File: config.mk
export PLATFORM = sky130hd
export DESIGN_NAME = dps_por_wiper_select
export DESIGN_NICKNAME = d
export VERILOG_FILES = /design/src/verilog/dps_pkg.sv /design/src/verilog/dps_reset_sync.sv /design/src/verilog/dps_por_wiper_select.sv
export VERILOG_INCLUDE_DIRS = /design/src /design/src/verilog
export SDC_FILE = /design/constraint.sdc
export NUM_CORES = 1
export LEC_CHECK = 0
export BUFFER_PORTS_ARGS = -buffer_cell sky130_fd_sc_hd__buf_2
export CAP_MARGIN = 20
export CORE_ASPECT_RATIO = 1.1
export CORE_MARGIN = 4
export CORE_UTILIZATION = 48
export DETAILED_ROUTE_END_ITERATION = 7
export GPL_ROUTABILITY_DRIVEN = 1
export GPL_TIMING_DRIVEN = 0
export PLACE_DENSITY = 0.75
export SYNTH_ARGS = -nofsm -noshare
export SYNTH_HDL_FRONTEND = slang
export SYNTH_SLANG_ARGS = --single-unit
File: constraint.sdc
create_clock -name clk_sys -period 0.8 [get_ports clk_sys]
set_clock_uncertainty 0.1 [all_clocks]
set_input_delay 0.04 -clock clk_sys [delete_from_list [all_inputs] [get_ports clk_sys]]
set_output_delay 0.04 -clock clk_sys [all_outputs]
set_load 0.01 [all_outputs]
File: src/verilog/dps_map.svh
// Purpose: constants for the dual supply reset and wiper select block
// Assumes: included by its bare name from design files
// Notes:   values only, no logic
`ifndef DPS_MAP_SVH
`define DPS_MAP_SVH

// --------------------------------------------------------------------
// wiper resolution and defaults
// --------------------------------------------------------------------
`define DPS_WIPER_BITS   8
`define DPS_MID_8BIT     8'h7F
`define DPS_MID_7BIT     8'h3F
`define DPS_TERMINAL_CONNECT_REGISTER_BITS    4
`define DPS_TERMINAL_CONNECT_REGISTER_RESET   4'hF

// --------------------------------------------------------------------
// synchroniser depth and full-scale and zero codes
// --------------------------------------------------------------------
`define DPS_SYNC_STAGES  2
`define DPS_FULL_8BIT    8'hFF
`define DPS_FULL_7BIT    8'h7F
`define DPS_ZERO_CODE    8'h00

`endif

File: src/verilog/dps_pkg.sv
// Purpose: shared types for the dual supply reset and wiper select block
// Assumes: used through scoped names, never imported
// Notes:   state codes are one-hot
package dps_pkg;

    // ----------------------------------------------------------------
    // supply state, one-hot
    // ----------------------------------------------------------------
    typedef enum logic [3:0] {
        DPS_ST_DOWN     = 4'h1,
        DPS_ST_ANALOG   = 4'h2,
        DPS_ST_DIGITAL  = 4'h4,
        DPS_ST_BOTH     = 4'h8
    } dps_state_e;

    // ----------------------------------------------------------------
    // volatile memory commands
    // ----------------------------------------------------------------
    typedef enum logic [2:0] {
        DPS_OP_WRITE_WIPER = 3'h0,
        DPS_OP_READ_WIPER  = 3'h1,
        DPS_OP_INCREMENT   = 3'h2,
        DPS_OP_DECREMENT   = 3'h3,
        DPS_OP_WRITE_TERMINAL_CONNECT_REGISTER  = 3'h4,
        DPS_OP_READ_TERMINAL_CONNECT_REGISTER   = 3'h5
    } dps_op_e;

    typedef struct packed {
        dps_op_e    op;
        logic [7:0] data;
    } dps_cmd_s;

endpackage

File: src/verilog/dps_reset_sync.sv
// Purpose: reset synchroniser, asynchronous assert, synchronous release
// Assumes: powerGood low means the supply is below its trip point
// Notes:   first stage is read only by the second stage
`timescale 1ns/1ns
`include "dps_map.svh"

module dps_reset_sync #(
    parameter int STAGES = `DPS_SYNC_STAGES
) (
    input  wire logic clk_sys,
    input  wire logic powerGood,
    output logic      ready
);

    logic [STAGES-1:0] stage_q;

    // ----------------------------------------------------------------
    // shift chain cleared at once by a failing supply
    // ----------------------------------------------------------------
    always_ff @(posedge clk_sys or negedge powerGood) begin
        if (!powerGood) begin
            stage_q <= '0;
        end else begin
            stage_q <= {stage_q[STAGES-2:0], 1'b1};
        end
    end

    assign ready = stage_q[STAGES-1];

endmodule

File: src/verilog/dps_por_wiper_select.sv
// Purpose: power-on and brown-out wiper source selection for two supplies
// Assumes: power-good levels are asynchronous, commands synchronous
// Notes:   wiper code is zero-extended to 8 bits for the 7-bit variant
//
// Behaviour
// - digital power-on loads the wiper register with the default code
// - digital power-on loads the terminal-connect register defaults
// - default code is 7Fh for 8-bit, 3Fh for 7-bit, analog-independent
// - commands are accepted only after digital reset has released
// - analog valid while digital in reset gives a mid-scale wiper
// - analog valid after digital release gives the register value
// - digital out of reset means the wiper register sets the wiper
// - digital brown-out with analog valid reverts wiper to mid-scale
// - low-supply region still runs increment, decrement, read, write
// - during digital brown-out all commands are ignored
`timescale 1ns/1ns
`include "dps_map.svh"

module dps_por_wiper_select #(
    parameter int WIPER_BITS = `DPS_WIPER_BITS
) (
    input  wire logic                 clk_sys,
    input  wire logic                 reset,
    input  wire logic                 digitalPowerGood,
    input  wire logic                 analogPowerGood,
    input  wire logic                 cmdValid,
    input  wire dps_pkg::dps_cmd_s    cmd,
    output logic                      cmdDone_q,
    output logic [7:0]                readData_q,
    output logic [7:0]                wiperCode_q,
    output logic                      wiperValid_q,
    output logic [`DPS_TERMINAL_CONNECT_REGISTER_BITS-1:0] tconOut_q,
    output logic [3:0]                supplyState_q
);

    // ----------------------------------------------------------------
    // variant constants
    // ----------------------------------------------------------------
    localparam logic [7:0] MidCode  = (WIPER_BITS == 8) ?
                                      `DPS_MID_8BIT : `DPS_MID_7BIT;
    localparam logic [7:0] FullCode = (WIPER_BITS == 8) ?
                                      `DPS_FULL_8BIT : `DPS_FULL_7BIT;

    logic                        digReady;
    logic                        anaReady;
    logic [7:0]                  wiperReg_q;
    logic [7:0]                  wiperReg_d;
    logic [`DPS_TERMINAL_CONNECT_REGISTER_BITS-1:0]   terminal_connect_register_q;
    logic [`DPS_TERMINAL_CONNECT_REGISTER_BITS-1:0]   terminal_connect_register_d;
    dps_pkg::dps_state_e         state_q;
    dps_pkg::dps_state_e         state_d;
    logic                        cmdTake;
    logic                        opWrite;
    logic                        opIncr;
    logic                        opDecr;
    logic                        opTconWr;
    logic                        opTconRd;
    logic [7:0]                  writeCode;
    logic [7:0]                  incrCode;
    logic [7:0]                  decrCode;
    logic [7:0]                  readSel;
    logic [7:0]                  wiperCode_d;
    logic                        analogUp;

    // ----------------------------------------------------------------
    // supply reset synchronisers
    // ----------------------------------------------------------------
    // assert at once, release after two edges
    dps_reset_sync #(
        .STAGES    (`DPS_SYNC_STAGES)
    ) u_digSync (
        .clk_sys   (clk_sys),
        .powerGood (digitalPowerGood),
        .ready     (digReady)
    );

    dps_reset_sync #(
        .STAGES    (`DPS_SYNC_STAGES)
    ) u_anaSync (
        .clk_sys   (clk_sys),
        .powerGood (analogPowerGood),
        .ready     (anaReady)
    );

    // ----------------------------------------------------------------
    // command decode
    // ----------------------------------------------------------------
    // gated by the digital reset, so brown-out drops everything
    assign cmdTake  = cmdValid && digReady && !reset;
    assign opWrite  = cmd.op == dps_pkg::DPS_OP_WRITE_WIPER;
    assign opIncr   = cmd.op == dps_pkg::DPS_OP_INCREMENT;
    assign opDecr   = cmd.op == dps_pkg::DPS_OP_DECREMENT;
    assign opTconWr = cmd.op == dps_pkg::DPS_OP_WRITE_TERMINAL_CONNECT_REGISTER;
    assign opTconRd = cmd.op == dps_pkg::DPS_OP_READ_TERMINAL_CONNECT_REGISTER;

    // saturating arithmetic and clipped write data
    assign writeCode = (cmd.data > FullCode) ? FullCode : cmd.data;
    assign incrCode  = (wiperReg_q == FullCode) ? wiperReg_q :
                       8'(wiperReg_q + 8'h01);
    assign decrCode  = (wiperReg_q == `DPS_ZERO_CODE) ? wiperReg_q :
                       8'(wiperReg_q - 8'h01);
    assign readSel   = opTconRd ?
                       {{(8-`DPS_TERMINAL_CONNECT_REGISTER_BITS){1'b0}}, terminal_connect_register_q} : wiperReg_q;

    // volatile memory next values
    assign wiperReg_d = !cmdTake ? wiperReg_q :
                        opWrite  ? writeCode  :
                        opIncr   ? incrCode   :
                        opDecr   ? decrCode   : wiperReg_q;
    assign terminal_connect_register_d     = (cmdTake && opTconWr) ?
                        cmd.data[`DPS_TERMINAL_CONNECT_REGISTER_BITS-1:0] : terminal_connect_register_q;

    // ----------------------------------------------------------------
    // volatile registers, default while the digital supply is low
    // ----------------------------------------------------------------
    // mid-scale and terminal defaults at power-on
    always_ff @(posedge clk_sys or negedge digReady) begin
        if (!digReady) begin
            wiperReg_q <= MidCode;
            terminal_connect_register_q     <= `DPS_TERMINAL_CONNECT_REGISTER_RESET;
        end else if (reset) begin
            wiperReg_q <= MidCode;
            terminal_connect_register_q     <= `DPS_TERMINAL_CONNECT_REGISTER_RESET;
        end else begin
            wiperReg_q <= wiperReg_d;
            terminal_connect_register_q     <= terminal_connect_register_d;
        end
    end

    // ----------------------------------------------------------------
    // command answer
    // ----------------------------------------------------------------
    always_ff @(posedge clk_sys) begin
        if (reset) begin
            cmdDone_q  <= 1'b0;
            readData_q <= `DPS_ZERO_CODE;
        end else begin
            cmdDone_q  <= cmdTake;
            readData_q <= cmdTake ? readSel : readData_q;
        end
    end

    // ----------------------------------------------------------------
    // supply state from the synchronised resets
    // ----------------------------------------------------------------
    assign state_d = (digReady && anaReady) ? dps_pkg::DPS_ST_BOTH    :
                     anaReady               ? dps_pkg::DPS_ST_ANALOG  :
                     digReady               ? dps_pkg::DPS_ST_DIGITAL :
                                              dps_pkg::DPS_ST_DOWN;

    always_ff @(posedge clk_sys) begin
        if (reset) begin
            state_q <= dps_pkg::DPS_ST_DOWN;
        end else begin
            state_q <= state_d;
        end
    end

    // ----------------------------------------------------------------
    // wiper source: register when digital up, else mid-scale
    // ----------------------------------------------------------------
    always_comb begin
        wiperCode_d = MidCode;
        unique case (state_q)
            dps_pkg::DPS_ST_BOTH:    wiperCode_d = wiperReg_q;
            dps_pkg::DPS_ST_DIGITAL: wiperCode_d = wiperReg_q;
            dps_pkg::DPS_ST_ANALOG:  wiperCode_d = MidCode;
            dps_pkg::DPS_ST_DOWN:    wiperCode_d = MidCode;
            default:                 wiperCode_d = MidCode;
        endcase
    end

    // analog side synchronised valid, with or without digital
    assign analogUp = (state_q == dps_pkg::DPS_ST_ANALOG) ||
                      (state_q == dps_pkg::DPS_ST_BOTH);

    // brown-out falls back to mid-scale via the state
    always_ff @(posedge clk_sys) begin
        if (reset) begin
            wiperCode_q   <= MidCode;
            wiperValid_q  <= 1'b0;
            tconOut_q     <= `DPS_TERMINAL_CONNECT_REGISTER_RESET;
            supplyState_q <= dps_pkg::DPS_ST_DOWN;
        end else begin
            wiperCode_q   <= wiperCode_d;
            wiperValid_q  <= analogUp;
            tconOut_q     <= terminal_connect_register_q;
            supplyState_q <= state_q;
        end
    end

    // ----------------------------------------------------------------
    // checks
    // ----------------------------------------------------------------
    chk_wiper_por_load: assert property (
        @(posedge clk_sys) disable iff (reset)
        $rose(digReady) |-> wiperReg_q == MidCode)
        else $error("wiper register not default after power-on");

    chk_terminal_connect_register_por_load: assert property (
        @(posedge clk_sys) disable iff (reset)
        $rose(digReady) |-> terminal_connect_register_q == `DPS_TERMINAL_CONNECT_REGISTER_RESET)
        else $error("terminal register not default after power-on");

    chk_mid_code_value: assert property (
        @(posedge clk_sys) disable iff (reset)
        !digReady |-> wiperReg_q == ((WIPER_BITS == 8) ?
                                     `DPS_MID_8BIT : `DPS_MID_7BIT))
        else $error("default wiper code wrong for variant");

    chk_cmd_gated_reset: assert property (
        @(posedge clk_sys) disable iff (reset)
        !digReady ##1 !digReady |-> !cmdDone_q && $stable(wiperReg_q))
        else $error("command taken while digital supply in reset");

    chk_analog_only_mid: assert property (
        @(posedge clk_sys) disable iff (reset)
        state_q == dps_pkg::DPS_ST_ANALOG |=> wiperCode_q == MidCode
            && wiperValid_q)
        else $error("analog-only wiper not at mid-scale");

    chk_register_drives: assert property (
        @(posedge clk_sys) disable iff (reset)
        state_q == dps_pkg::DPS_ST_BOTH |=>
            wiperCode_q == $past(wiperReg_q) && wiperValid_q)
        else $error("wiper does not follow register");

    chk_brownout_mid: assert property (
        @(posedge clk_sys) disable iff (reset)
        $fell(digReady) && anaReady |-> ##2 wiperCode_q == MidCode)
        else $error("wiper not mid-scale after digital brown-out");

    chk_write_executes: assert property (
        @(posedge clk_sys) disable iff (reset)
        cmdTake && opWrite && digReady ##1 digReady
            |-> wiperReg_q == $past(writeCode) && cmdDone_q)
        else $error("accepted write not stored");

    chk_async_assert: assert property (
        @(posedge clk_sys) disable iff (reset)
        !digitalPowerGood |-> !digReady ##1 !digReady[*2])
        else $error("digital reset not held while supply low");

endmodule

==> flow_summary.rst <==
.. list-table::
   :header-rows: 1

   * - Metric
     - Value
   * - Launching element type of the critical path
     - flip-flop
   * - Area share of the leading cell type in the synthesized netlist
     - 30.71%
   * - Library cells used by synthesis
     - 40
   * - Post-route minimum period
     - 2.259 ns
   * - Number of synthesized register bits
     - 46
   * - Required time of the critical path
     - ~0.9 ns
   * - Arrival time at the worst endpoint
     - between 2 and 2.5 ns
   * - Latest clock arrival within the worst-skew pair
     - 0.30 ns
   * - Failing checks
     - hold timing, setup timing
   * - Hold-fix buffers, CTS
     - 8
   * - Count leader, synth
     - dfxtp_1
   * - Total of buffers placed on input and output ports
     - 40
   * - Fraction of registers with async set/reset
     - 34.78%
   * - Count of inserted antenna diode cells
     - 0
   * - Worst rel slew slack
     - 44.25%
   * - Sink count of the clock tree
     - 46
   * - Summed negative setup slack over all endpoints
     - -26.69 ns
   * - Sum of buffers and inverters on the critical path
     - 0
   * - Layout Area Growth over Synthesis
     - 61.42%
   * - Die area
     - roughly 5200 sq um
   * - Floorplan Core Area
     - between 3000 and 4000 sq um
   * - Number of antenna violations at the first check in global routing
     - 0
   * - Sink of the worst hold path
     - terminal_connect_register_q[2]
   * - Average routed wire per standard cell
     - 22.02 um
   * - Most area-consuming cells after synthesis
     - dfxtp_1, dfstp_2, dfrtp_1
   * - Instance area after placement
     - around 2300 sq um
   * - Kind of end point of the critical path
     - flip-flop
   * - GR Util All Layers
     - between 20% and 30%
   * - Die H
     - between 70 and 80 um
   * - Reg clk slew, reported paths
     - around 0.08 ns
   * - Slew at the pin closest to its max-slew limit
     - 0.8332 ns
   * - Worst-case register-to-register setup slack
     - -1.46 ns
   * - Most frequent cells after synthesis
     - dfxtp_1, nor2_1, a21oi_1
   * - Number of detailed-route iterations in the first pass
     - 4
   * - Warnings from Yosys
     - 0
   * - Primary FF master, synth
     - dfxtp_1
   * - Clock tree root buffer cell
     - clkbuf_8
   * - Post-synth EDFFs
     - 0
   * - Worst setup slack after layout
     - -1.459 ns
   * - Number of buffers added by the clock tree synthesis step
     - 5
   * - Half-perimeter wire length after detailed placement
     - around 2900 um
   * - Grt total ovfl
     - 0
   * - Setup Viol. Count Final
     - 64
   * - Post-placement worst setup slack
     - -1.600 ns
   * - Clock tree from TritonCTS
     - done
   * - DRC violations left
     - 0
   * - Fraction of the core area covered by cells at the end of the flow
     - between 70% and 80%
   * - Via count normalized by instance count
     - about 5.9
   * - Initial standard-cell utilization of the core
     - roughly 49%
   * - Max capacitance violation total
     - 0
   * - Terminus of the critical flop-to-flop path
     - wiperReg_q[7]
   * - Count of final max-slew check failures
     - 0
   * - CP peak stage delay
     - ~0.65 ns
   * - Max FO, Critical Path
     - 5
   * - Path depth of the worst reg2reg path
     - 6
   * - Wire length of the first global-routing pass
     - between 8000 and 9000 um
   * - Avg Inst Size Synth
     - approximately 10 sq um
   * - Launching point of the worst reg2reg path
     - wiperReg_q[1]
   * - Pin count of the biggest net entering global routing
     - 15
   * - Count of nets after finishing
     - about 310
   * - Total I/O pin count
     - 42
   * - Area of all placed cells without fillers
     - 3157 sq um
   * - Power density over the cells
     - roughly 1600 nW/um^2
   * - Weighted congestion reported at the end of routability-driven placement
     - about 0.86
   * - RSZ-0062 raised after global routing
     - true
   * - Number of cells in the finished layout apart from fillers
     - approximately 330
   * - Post-route ant nets
     - 0
   * - Maximum buffer depth of the clock tree
     - 2
   * - Class of the most critical setup path
     - reg2reg
   * - Final Routed Wirelength
     - around 7400 um
   * - Post-route worst hold slack
     - -0.09710 ns
   * - Cell depth of the worst hold path
     - 2
   * - Via count of the routed design
     - roughly 2000
   * - Worst path slowest cell
     - dfstp_2
   * - Post-route fraction of the period consumed by the critical path
     - 282.3%
   * - Number of cell rows
     - 24
   * - Synth area leader
     - dfxtp_1
   * - CP delay by family, top
     - compound AO/OA/AOI/OAI gates
   * - Via count of the first global-routing pass
     - between 1500 and 2000
   * - CTS HTree Levels
     - 2
   * - Fmax
     - between 400 and 500 MHz
   * - Number of placed instances, taps included
     - 285
   * - VDD IR-drop max
     - 0.7970 mV
   * - Horiz. Die Dim
     - 68.86 um
   * - Kind of path behind the tightest hold check
     - in2reg
   * - Fin. Hold Viols
     - 7
   * - Total power
     - roughly 5 mW
   * - Register area share after synthesis
     - 51.89%
   * - Netlist area before placement
     - between 1500 and 2000 sq um
   * - Hold path start
     - cmd[2]
   * - Result of the run
     - complete, but fails checks
   * - Fraction of layout cells with a size suffix above 1
     - between 60% and 70%
   * - Number of filler instances in the final layout
     - 201
   * - Count of routing violations after the opening detailed-route iteration
     - approximately 270
   * - Cell leakage power
     - 1.254 nW
   * - Post-synthesis cell count
     - 192
   * - Ordered list of cells on the worst path
     - nand4_1, or3_1, a221o_1, nand3_2, o21ai_2, a221oi_2
[worst register-to-register path: stages (launching register included)]
cell,delay (ns)
dfstp_2,0.65
nand4_1,0.17
or3_1,0.35
a221o_1,0.39
nand3_2,0.12
o21ai_2,0.09
a221oi_2,0.29
[worst max path at each step]
| stage | from | depth (start not counted) | slack (ns) | endpoint |
|---|---|---|---|---|
| floorplan | wiperReg_q[0] | 8 | -1.19 | wiperReg_q[7] |
| global placement | u_digSync.stage_q[1] | 6 | -1.54 | wiperReg_q[7] |
| detailed placement | u_digSync.stage_q[1] | 6 | -1.60 | wiperReg_q[7] |
| CTS | wiperReg_q[2] | 7 | -1.30 | wiperReg_q[7] |
| global route | wiperReg_q[1] | 6 | -1.52 | wiperReg_q[7] |
| finish | wiperReg_q[1] | 6 | -1.46 | wiperReg_q[7] |
[per-layer routing]
metal  part of all wire, %  GRT usage [%]  vias to the layer above
met2                    55          38.77                       96
li1                      -              -                      851
met5                     0              0                        -
met3                   6.1          3.731                       37
met4                   4.4          9.524                        0
met1                    35          25.19                      971
[registers in the layout, summed over array words and instances, names as in the netlist]
| name | count |
|---|---|
| supplyState_q | 4 |
| readData_q | 8 |
| u_digSync.stage_q | 2 |
| wiperValid_q | 1 |
| u_anaSync.stage_q | 2 |
| cmdDone_q | 1 |
| terminal_connect_register_q | 4 |
| tconOut_q | 4 |
| state_q | 4 |
| wiperReg_q | 8 |
| wiperCode_q | 8 |
[report_power, final]
| part | switching (mW) | internal, mW | total (mW) |
|---|---|---|---|
| clock network | 0.801 | 0.793 | 1.59 |
| logic | 0.443 | 0.411 | 0.854 |
| registers | 0.0621 | 2.39 | 2.45 |
[area by class of cell]
class / count / area [sq um] / area share (%)
tap: 52 / 65.06 / 2.061
clock buffer: 7 / 96.34 / 3.052
clock inverter: 1 / 8.758 / 0.2774
multi-input combinational: 138 / 1210 / 38.33
sequential: 46 / 1039 / 32.90
inverter: 3 / 11.26 / 0.3567
timing repair buffer: 82 / 675.6 / 21.40
buffer: 5 / 51.30 / 1.625
[repair_timing]
item | 4_1_cts | 5_1_grt
resized for setup | 60 | 60
pin swaps | 10 | 23
endpoints found under the setup margin | 70 | 75
cloned | 0 | 1
hold endpoints to repair | 16 | 6
buffers inserted | 23 | 17
[kinds of logic after synthesis]
kind of cell	synth area share [%]
AO/OA/AOI/OAI	13.50
XOR/XNOR	2.687
adder cells (fa/ha/maj)	5.502
buffers and inverters	2.239
flip-flops	51.89
multiplexers	6.398
other	0.1918
AND/OR/NAND/NOR	17.59
[placed cells by master, fill, tap and decap left out, types with 3 or more instances in the layout]
cell / Yosys / routed
a211oi_2: 0 / 5
a21oi_1: 19 / 11
a21oi_2: 1 / 8
buf_2: 2 / 27
buf_4: 0 / 26
buf_6: 1 / 21
clkbuf_8: 0 / 7
dfrtp_1: 5 / 3
dfstp_2: 11 / 11
dfxtp_1: 30 / 15
dfxtp_2: 0 / 15
dlygate4sd3_1: 0 / 7
ha_1: 7 / 6
inv_1: 3 / 3
mux2_4: 0 / 4
mux2i_1: 8 / 6
nand2_1: 10 / 6
nand3_2: 0 / 3
nor2_1: 20 / 11
nor2_2: 0 / 4
nor2_4: 0 / 5
nor2b_1: 3 / 3
nor3_1: 4 / 3
o21ai_2: 0 / 3
or2_1: 6 / 6
or2_4: 0 / 7
xnor2_1: 5 / 5
No activity file was read; power rests on OpenSTA's default activity.
